## config.mk

```make
export PLATFORM = sky130hd
export DESIGN_NAME = csw_ctrl
export DESIGN_NICKNAME = d
export VERILOG_FILES = /design/src/rtl/csw_pkg.sv /design/src/rtl/csw_sync.sv /design/src/rtl/csw_fetch_gate.sv /design/src/rtl/csw_ctrl.sv
export VERILOG_INCLUDE_DIRS = /design/src /design/src/rtl
export SDC_FILE = /design/constraint.sdc
export NUM_CORES = 1
export LEC_CHECK = 0
export BUFFER_PORTS_ARGS = -buffer_cell sky130_fd_sc_hd__buf_2
export CORE_MARGIN = 10
export CORE_UTILIZATION = 49
export CTS_BUF_LIST = sky130_fd_sc_hd__clkbuf_4 sky130_fd_sc_hd__clkbuf_8
export CTS_CLUSTER_DIAMETER = 80
export DETAILED_ROUTE_END_ITERATION = 7
export PLACE_DENSITY = 0.94
export SETUP_SLACK_MARGIN = 0.2
export SYNTH_ARGS = -nofsm -noshare
export SYNTH_HDL_FRONTEND = slang
export SYNTH_SLANG_ARGS = --single-unit
```

## constraint.sdc

```tcl
create_clock -name ref_clk -period 5 [get_ports ref_clk]
set_input_delay 0.25 -clock ref_clk [delete_from_list [all_inputs] [get_ports ref_clk]]
set_output_delay 0.25 -clock ref_clk [all_outputs]
set_load 0.01 [all_outputs]
```

## src/rtl/csw_cfg.svh

```systemverilog
// Constants of the core sleep, wake and reset control block
`ifndef CSW_CFG_SVH
`define CSW_CFG_SVH
`define CSW_CLK_MHZ 100
`define CSW_ADDR_W 4
`define CSW_DATA_W 32
`define CSW_OFF_CTRL 4'h0
`define CSW_OFF_STAT 4'h4
`define CSW_CTRL_W 4
`define CSW_CTRL_CRST 4
`define CSW_CTRL_PAD 28'h0000000
`define CSW_STAT_PAD 24'h000000
`define CSW_PRIO_W 2
`define CSW_CNT_W 8
`define CSW_WAKE_NS 30
`define CSW_WAKE_CYC ((`CSW_WAKE_NS * `CSW_CLK_MHZ + 999) / 1000)
`define CSW_CRST_NS 80
`define CSW_CRST_CYC ((`CSW_CRST_NS * `CSW_CLK_MHZ + 999) / 1000)
`define CSW_CLK_ALL_ON 3'h7
`define CSW_RST_ALL_ON 3'h7
`define CSW_WORD_BITS 32
`define CSW_PREFETCH_BITS 32
`define CSW_AHEAD_W 2
`define CSW_IO_TAG 4'hD
`define CSW_SYNC_W 34
`endif

```

## src/rtl/csw_pkg.sv

```systemverilog
// Types shared by the core sleep, wake and reset control block
`include "csw_cfg.svh"
package csw_pkg;
  typedef enum logic [4:0] {
    CSW_RUN   = 5'h01,
    CSW_SLEEP = 5'h02,
    CSW_DEEP  = 5'h04,
    CSW_WAKE  = 5'h08,
    CSW_CRST  = 5'h10
  } csw_state_type;
  typedef struct packed {
    logic dbg;
    logic sys;
    logic core;
  } csw_clk_type;
  typedef struct packed {
    logic dbg;
    logic core;
    logic power_mgmt_unit;
  } csw_rst_type;
  typedef struct packed {
    logic [`CSW_ADDR_W-1:0] addr;
    logic [`CSW_DATA_W-1:0] wdata;
    logic                   wr;
    logic                   rd;
  } csw_bus_type;
  typedef struct packed {
    logic                   wait_for_event_instr;
    logic                   wait_for_interrupt_instr;
    logic                   send_event_instr;
    logic                   exc_return;
    logic                   exc_pend_new;
    logic                   exc_valid;
    logic [`CSW_PRIO_W-1:0] exc_prio;
    logic                   act_valid;
    logic [`CSW_PRIO_W-1:0] act_prio;
    logic                   dbg_event;
  } csw_core_type;
  typedef struct packed {
    logic deep;
    logic sop;
    logic pmask;
    logic dbgen;
  } csw_ctrl_type;
  typedef struct packed {
    csw_state_type          state;
    logic                   event_flag;
    logic                   wfe_mode;
    csw_ctrl_type           ctrl;
    logic [`CSW_CNT_W-1:0]  cnt;
    csw_clk_type            clk;
    csw_rst_type            rst;
    logic                   tx_event;
    logic                   wfe_done;
    logic                   wfi_done;
    logic [`CSW_DATA_W-1:0] rdata;
  } csw_top_st_type;
endpackage : csw_pkg

```

## src/rtl/csw_sync.sv

```systemverilog
// Two-stage synchroniser for asynchronous wake inputs
`timescale 1ns/1ps
`include "csw_cfg.svh"
module csw_sync #(
  parameter int W = `CSW_SYNC_W
) (
  input  wire logic         ref_clk,
  input  wire logic         rst,
  input  wire logic [W-1:0] async_in,
  output logic      [W-1:0] sync_out
);
  typedef struct packed {
    logic [W-1:0] meta;
    logic [W-1:0] sync;
  } csw_sync_st_type;
  csw_sync_st_type st_q;
  csw_sync_st_type st_d;
  always_comb begin
    st_d.meta = async_in;
    st_d.sync = st_q.meta;
  end
  always_ff @(posedge ref_clk) begin
    if (rst) begin
      st_q <= '0;
    end else begin
      st_q <= st_d;
    end
  end
  assign sync_out = st_q.sync;
endmodule : csw_sync

```

## src/rtl/csw_fetch_gate.sv

```systemverilog
// Fetch and single-cycle port steering with prefetch limit
`timescale 1ns/1ps
`include "csw_cfg.svh"
module csw_fetch_gate #(
  parameter logic [3:0] IO_TAG = `CSW_IO_TAG
) (
  input  wire logic        ref_clk,
  input  wire logic        rst,
  input  wire logic        fetch_req,
  input  wire logic [31:0] fetch_addr,
  input  wire logic        instr_used,
  input  wire logic        data_req,
  input  wire logic [31:0] data_addr,
  input  wire logic        dbg_req,
  input  wire logic [31:0] dbg_addr,
  output logic             ahb_fetch_q,
  output logic             fetch_fault_q,
  output logic             io_core_q,
  output logic             io_dbg_q
);
  typedef struct packed {
    logic [`CSW_AHEAD_W-1:0] ahead;
    logic                    ahb_fetch;
    logic                    fault;
    logic                    io_core;
    logic                    io_dbg;
  } csw_fetch_st_type;
  csw_fetch_st_type st_q;
  csw_fetch_st_type st_d;
  logic             grant;
  function automatic logic in_io(input logic [31:0] a);
    in_io = (a[31:28] == IO_TAG);
  endfunction : in_io
  always_comb begin
    st_d = st_q;
    // Words held ahead stay within the prefetch budget
    grant = fetch_req && !in_io(fetch_addr) &&
      ((32'(st_q.ahead) + 32'd1) * `CSW_WORD_BITS <=
       `CSW_PREFETCH_BITS);
    st_d.ahb_fetch = grant;
    st_d.fault = fetch_req && in_io(fetch_addr);
    st_d.io_core = data_req && in_io(data_addr);
    st_d.io_dbg = dbg_req && in_io(dbg_addr);
    if (grant && !instr_used) begin
      st_d.ahead = st_q.ahead + `CSW_AHEAD_W'(1);
    end else if (!grant && instr_used && st_q.ahead != '0) begin
      st_d.ahead = st_q.ahead - `CSW_AHEAD_W'(1);
    end
  end
  always_ff @(posedge ref_clk) begin
    if (rst) begin
      st_q <= '0;
    end else begin
      st_q <= st_d;
    end
  end
  assign ahb_fetch_q   = st_q.ahb_fetch;
  assign fetch_fault_q = st_q.fault;
  assign io_core_q     = st_q.io_core;
  assign io_dbg_q      = st_q.io_dbg;
endmodule : csw_fetch_gate

```

## src/rtl/csw_ctrl.sv

```systemverilog
// Sleep, wake, event and reset control for one processor
`timescale 1ns/1ps
`include "csw_cfg.svh"
module csw_ctrl #(
  parameter logic [3:0] IO_TAG = `CSW_IO_TAG
) (
  input  wire logic                   ref_clk,
  input  wire logic                   rst,
  input  csw_pkg::csw_bus_type        bus,
  output logic [`CSW_DATA_W-1:0]      rdata_q,
  input  csw_pkg::csw_core_type       core,
  input  wire logic                   rx_event_async,
  input  wire logic [31:0]            irq_async,
  input  wire logic                   nmi_async,
  input  wire logic                   fetch_req,
  input  wire logic [31:0]            fetch_addr,
  input  wire logic                   instr_used,
  input  wire logic                   data_req,
  input  wire logic [31:0]            data_addr,
  input  wire logic                   dbg_req,
  input  wire logic [31:0]            dbg_addr,
  output logic                        ahb_fetch_q,
  output logic                        fetch_fault_q,
  output logic                        io_core_q,
  output logic                        io_dbg_q,
  output csw_pkg::csw_clk_type        clk_en_q,
  output csw_pkg::csw_rst_type        sub_rst_q,
  output logic                        tx_event_q,
  output logic                        wfe_done_q,
  output logic                        wfi_done_q
);
  localparam int WAKE_LIM = `CSW_WAKE_CYC + 2;
  localparam int CRST_LIM = `CSW_CRST_CYC + 1;

  csw_pkg::csw_top_st_type st_q;
  csw_pkg::csw_top_st_type st_d;
  logic [`CSW_SYNC_W-1:0]  sync_s;
  logic                    rx_ev;
  logic                    nmi_s;
  logic [31:0]             irq_s;
  logic                    dbg_ev;
  logic                    preempt;
  logic                    wfe_evt;
  logic                    wfi_evt;
  logic                    wic_wake;
  logic                    evt_set;
  logic                    crst_req;
  logic                    wfe_fin;
  logic                    wfi_fin;

  // Pins reach the wake logic only through the synchroniser
  csw_sync #(
    .W (`CSW_SYNC_W)
  ) u_sync (
    .ref_clk  (ref_clk),
    .rst      (rst),
    .async_in ({rx_event_async, nmi_async, irq_async}),
    .sync_out (sync_s)
  );

  csw_fetch_gate #(
    .IO_TAG (IO_TAG)
  ) u_fetch (
    .ref_clk       (ref_clk),
    .rst           (rst),
    .fetch_req     (fetch_req),
    .fetch_addr    (fetch_addr),
    .instr_used    (instr_used),
    .data_req      (data_req),
    .data_addr     (data_addr),
    .dbg_req       (dbg_req),
    .dbg_addr      (dbg_addr),
    .ahb_fetch_q   (ahb_fetch_q),
    .fetch_fault_q (fetch_fault_q),
    .io_core_q     (io_core_q),
    .io_dbg_q      (io_dbg_q)
  );

  assign rx_ev = sync_s[`CSW_SYNC_W-1];
  assign nmi_s = sync_s[`CSW_SYNC_W-2];
  assign irq_s = sync_s[31:0];

  // Lower number is the higher group priority
  function automatic logic preempts(
    input logic                   pend,
    input logic [`CSW_PRIO_W-1:0] pend_prio,
    input logic                   act,
    input logic [`CSW_PRIO_W-1:0] act_prio
  );
    preempts = pend && (!act || pend_prio < act_prio);
  endfunction : preempts

  // Only on or off per domain; no divider, so rates never differ
  function automatic csw_pkg::csw_clk_type clk_for(
    input csw_pkg::csw_state_type s,
    input logic                   dbgen
  );
    csw_pkg::csw_clk_type c;
    c.dbg  = !(s == csw_pkg::CSW_DEEP && !dbgen);
    c.sys  = (s != csw_pkg::CSW_DEEP);
    c.core = (s == csw_pkg::CSW_RUN) ||
             (s == csw_pkg::CSW_CRST);
    clk_for = c;
  endfunction : clk_for

  always_comb begin
    dbg_ev  = st_q.ctrl.dbgen && core.dbg_event;
    preempt = preempts(core.exc_valid, core.exc_prio,
                       core.act_valid, core.act_prio);
    // Masked exceptions cannot be taken, so in CSW_SLEEP only a new pending one with sop set ends an event wait; wfi_evt ignores pmask
    wfe_evt = rx_ev || (st_q.ctrl.sop && core.exc_pend_new) ||
              (preempt && !st_q.ctrl.pmask) || dbg_ev;
    wfi_evt = preempt || dbg_ev;
    wic_wake = (|irq_s) || nmi_s || dbg_ev ||
               (st_q.wfe_mode && rx_ev);
    evt_set = wfe_evt || core.exc_return;
    crst_req = bus.wr && bus.addr == `CSW_OFF_CTRL &&
               bus.wdata[`CSW_CTRL_CRST];
  end

  always_comb begin
    st_d = st_q;
    wfe_fin = 1'b0;
    wfi_fin = 1'b0;
    st_d.tx_event = 1'b0;
    st_d.rdata = '0;
    if (bus.rd) begin
      case (bus.addr)
        `CSW_OFF_CTRL: begin
          st_d.rdata = {`CSW_CTRL_PAD, st_q.ctrl};
        end
        `CSW_OFF_STAT: begin
          st_d.rdata = {`CSW_STAT_PAD, st_q.state, st_q.clk};
        end
        default: begin
          st_d.rdata = '0;
        end
      endcase
    end
    if (bus.wr && bus.addr == `CSW_OFF_CTRL) begin
      st_d.ctrl = bus.wdata[`CSW_CTRL_W-1:0];
    end
    if (core.send_event_instr && st_q.state == csw_pkg::CSW_RUN) begin
      st_d.tx_event = 1'b1;
    end
    if (crst_req) begin
      // Debug and control logic keep running through this
      st_d.state = csw_pkg::CSW_CRST;
      st_d.cnt = `CSW_CNT_W'(`CSW_CRST_CYC - 1);
    end else begin
      case (st_q.state)
        csw_pkg::CSW_RUN: begin
          if (core.wait_for_event_instr) begin
            if (st_q.event_flag || wfe_evt) begin
              wfe_fin = 1'b1;
            end else begin
              st_d.wfe_mode = 1'b1;
              st_d.state = st_q.ctrl.deep ? csw_pkg::CSW_DEEP
                                          : csw_pkg::CSW_SLEEP;
            end
          end else if (core.wait_for_interrupt_instr) begin
            // Wake inputs are looked at from the next cycle only
            st_d.wfe_mode = 1'b0;
            st_d.state = st_q.ctrl.deep ? csw_pkg::CSW_DEEP
                                        : csw_pkg::CSW_SLEEP;
          end
        end
        csw_pkg::CSW_SLEEP: begin
          if (st_q.wfe_mode ? wfe_evt : wfi_evt) begin
            st_d.state = csw_pkg::CSW_RUN;
            wfe_fin = st_q.wfe_mode;
            wfi_fin = !st_q.wfe_mode;
          end
        end
        csw_pkg::CSW_DEEP: begin
          if (wic_wake) begin
            st_d.state = csw_pkg::CSW_WAKE;
            st_d.cnt = `CSW_CNT_W'(`CSW_WAKE_CYC - 1);
          end
        end
        csw_pkg::CSW_WAKE: begin
          // System clock settles first; core resumes with completion
          if (st_q.cnt == '0) begin
            st_d.state = csw_pkg::CSW_RUN;
            wfe_fin = st_q.wfe_mode;
            wfi_fin = !st_q.wfe_mode;
          end else begin
            st_d.cnt = st_q.cnt - `CSW_CNT_W'(1);
          end
        end
        csw_pkg::CSW_CRST: begin
          if (st_q.cnt == '0) begin
            st_d.state = csw_pkg::CSW_RUN;
          end else begin
            st_d.cnt = st_q.cnt - `CSW_CNT_W'(1);
          end
        end
        default: begin
          st_d.state = csw_pkg::CSW_RUN;
        end
      endcase
    end
    // Flag is internal state only; no bus read shows it, but a core reset request written over the bus clears it
    if (st_d.state == csw_pkg::CSW_CRST) begin
      st_d.event_flag = 1'b0;
    end else if (wfe_fin && st_q.event_flag) begin
      st_d.event_flag = evt_set;
    end else if (wfe_fin) begin
      st_d.event_flag = 1'b0;
    end else begin
      st_d.event_flag = st_q.event_flag || evt_set;
    end
    st_d.wfe_done = wfe_fin;
    st_d.wfi_done = wfi_fin;
    // Core reset follows the reset state; the others only see rst
    st_d.rst.core = (st_d.state == csw_pkg::CSW_CRST);
    st_d.rst.dbg  = 1'b0;
    st_d.rst.power_mgmt_unit  = 1'b0;
    st_d.clk = clk_for(st_d.state, st_d.ctrl.dbgen);
  end

  // Power-up reset asserts all three subsystem resets at once
  always_ff @(posedge ref_clk) begin
    if (rst) begin
      st_q <= '0;
      st_q.state <= csw_pkg::CSW_RUN;
      st_q.clk <= `CSW_CLK_ALL_ON;
      st_q.rst <= `CSW_RST_ALL_ON;
    end else begin
      st_q <= st_d;
    end
  end

  assign rdata_q    = st_q.rdata;
  assign clk_en_q   = st_q.clk;
  assign sub_rst_q  = st_q.rst;
  assign tx_event_q = st_q.tx_event;
  assign wfe_done_q = st_q.wfe_done;
  assign wfi_done_q = st_q.wfi_done;
endmodule : csw_ctrl

```

==> impl_metrics.yaml <==
outcome:
  status: "finished clean"
setup_path:
  endpoint_kind: "register"
  slowest_delay_ns: 0.60
  worst_path_dominant_cell_family: "simple AND/OR/NAND/NOR gates"
  worst_path_max_delay_cell: "nor4_4"
  start_kind: "register"
  cp.arrival_ns: 2.43
  setup.worst_path.class: "register to register"
  required_ns: 5.28
  crit_buf_inv: 0
  r2r_setup_slack_ns: 2.85
  crit_path_max_fanout: 7
  crit_path_cell_trace: "nor4_1 -> nand4_1 -> nor4_4 -> nor2_2 -> a31o_1 -> a21oi_1"
floorplan:
  ios: 231
  die_area_sq_um: 12370
  placementRows: 33
  start_util: 0.4988
  core-area_sq_um: 8175
  die_h_microns: 111.2
  die_w_microns: 111.2
cells_and_area:
  layout-drive-gt1-share: 0.2556
  final_nets: 676
  final_common_cell: "dfxtp_1"
  area_growth_pct: 14.45
  final_cell_mix: "109 x dfxtp_1, 95 x buf_2, 70 x nor2b_1, 25 x nor2_1, 24 x conb_1"
  insertedDiodeCount: 0
  regArea_sq_um: 2182
  fill_cells: 695
  fin_cells: 598
  multi_input_area_sq_um: 1615
pwr:
  p_leak_nw: 1.984
  ir_drop_mv: 0.2895
  power_density_nw_per_um2: 348.1
synth:
  postSynth.asyncResetShare: 0
  synthesis.area_sq_um: 4078
  syn_avg_cell_area_sq_um: 10.04
  synth_enable_flop_cells: 0
  synth_warnings: 0
  synth.distinct_cells: 55
  synth_seq_area_share: 0.5351
  synth_flop_cell: "dfxtp_1"
  synth-seq-cells: 109
  postSynthCellCount: 406
routing:
  viasPerCell: 4.925
  vias: 2945
  routedWlPerCell_microns: 14.15
  initialDrtViolationCount: 126
  final_antenna_net_count: 0
  drcViolationCount: 0
  firstDrtPassIters: 4
  drt-total-wl_microns: 8462
clocking:
  cts_tree: "done"
  cts_inserted_buffers: 9
  insertion_delay_ns: 0.37
  cts_htree_levels: 3
  cts.clk_slew.worst_paths_ns: 0.12
  ctsRootBufferMaster: "clkbuf_8"
  cts-resized-gates: 0
  clockBufferDepth: 2
  cts.sinks: 109
sta:
  slew_headroom: 0.4435
  skew_ns: 0.01355
  hold_violations: 0
  rsz0062_at_grt: "no"
  setup_viol: 0
  timing.final.crit_share: 0.4292
  min_period_ns: 2.146
  max_freq_mhz: 466.0
  tns_ns: 0
  worst_pin_slew_ns: 0.8232
  drv_slew: 0
job:
  timing.max_cap.violations: 0
placed_design:
  dp.cells: 581
  io_buffers: 95
  gp_congestion: 0.8915
  place.detailed.hpwl_microns: 6538
global_route:
  grt_pass1_wl_microns: 13830
  grt_usage: 0.1326
  antenna_found_initial: 0
  grt_max_degree: 84
  overflow: 0
  grt_pass1_vias: 3070
worst_hold_path:
  min_path_type: "input pin to register"
==> final cells by class <==
cell class	instances	area share
clock buffers	9	0.02654
well taps	105	0.02815
flip-flops and latches	109	0.4676
inverters	10	0.008043
clock inverters	7	0.01796
repair buffers	97	0.1056
multi-input cells	261	0.3461
==> power by group <==
part | switching, mW | internal [mW]
logic | 0.0941 | 0.0756
clock network | 0.324 | 0.201
registers | 0.0225 | 0.907
total | 0.441 | 1.18
==> metrics by stage <==
step	hold WS (ns)	instance area [sq um]	setup slack, ns	utilization	total power [mW]
global placement	0.4112	4449	2.799	0.5442	1.112
CTS	0.02068	4667	2.834	0.5709	1.636
floorplan	0.2777	4164	3.176	-	1.068
finish	0.03667	4667	2.854	0.5709	1.624
global route	0.009142	4667	2.714	0.5709	1.694
detailed placement	0.4143	4449	2.831	0.5442	1.115
==> logic make-up (layout without fill, tap and decap cells) <==
family,count (synthesis),after routing,synth area share
and+or+nand+nor,181,181,0.2663
DFF,109,109,0.5351
buffers and inverters,59,123,0.08990
AOI/OAI and AO/OA,46,46,0.08408
xor gates and xnor gates,7,7,0.01504
adders and majority gates,2,2,0.006136
other,1,24,0.0009196
muxes,1,1,0.002455
==> registers in the layout, indices dropped and copies added, names as in the netlist, 2 cells and up <==
name and cells:
rdata_q 8, st_q 19, u_sync.sync_out 34, u_fetch.st_q 2
u_sync.st_d 34, sub_rst_q 2, clk_en_q 3
==> cell usage after synthesis, drive strengths merged, types with 3 or more instances <==
cell / number / area share
nand3b: 5 / 0.0092
nor4: 10 / 0.024
xnor2: 6 / 0.013
clkbuf: 8 / 0.0074
a311oi: 3 / 0.0064
nand4: 5 / 0.0077
dfxtp: 109 / 0.54
a211oi: 3 / 0.0098
nand3: 7 / 0.0086
nand2b: 5 / 0.0077
a21oi: 11 / 0.014
inv: 10 / 0.0092
a22oi: 4 / 0.0074
nor2b: 70 / 0.11
nor3: 16 / 0.022
and3: 3 / 0.0046
buf: 41 / 0.073
and2: 5 / 0.0077
nor2: 27 / 0.026
a31oi: 3 / 0.0046
o21ai: 6 / 0.0074
nand2: 18 / 0.017
o211ai: 3 / 0.0055
==> what timing repair did <==
action / 4_1_cts / 5_1_grt
hold endpoints to repair: 1 / 0
hold buffers: 1 / 0
endpoints found under the setup margin: 0 / 0
buffers inserted: 0 / 0
==> worst paths after layout <==
| path | start | end | cells past startpoint |
|---|---|---|---|
| setup reg to reg | u_sync.sync_out[13] | st_q[43] | 6 |
| hold reg to reg | u_sync.st_d[8] | u_sync.sync_out[8] | 1 |
| setup / recovery | u_sync.sync_out[13] | st_q[43] | 6 |
| hold / removal | dbg_addr[29] | u_fetch.io_dbg_q | 2 |
==> layer usage <==
metal | part of all wire | GRT usage
met3 | 0.098 | 0.06115
met5 | 0 | 0
met2 | 0.44 | 0.2075
met4 | 0.018 | 0.05141
met1 | 0.44 | 0.1541
Power figures use the tool's default switching activity.
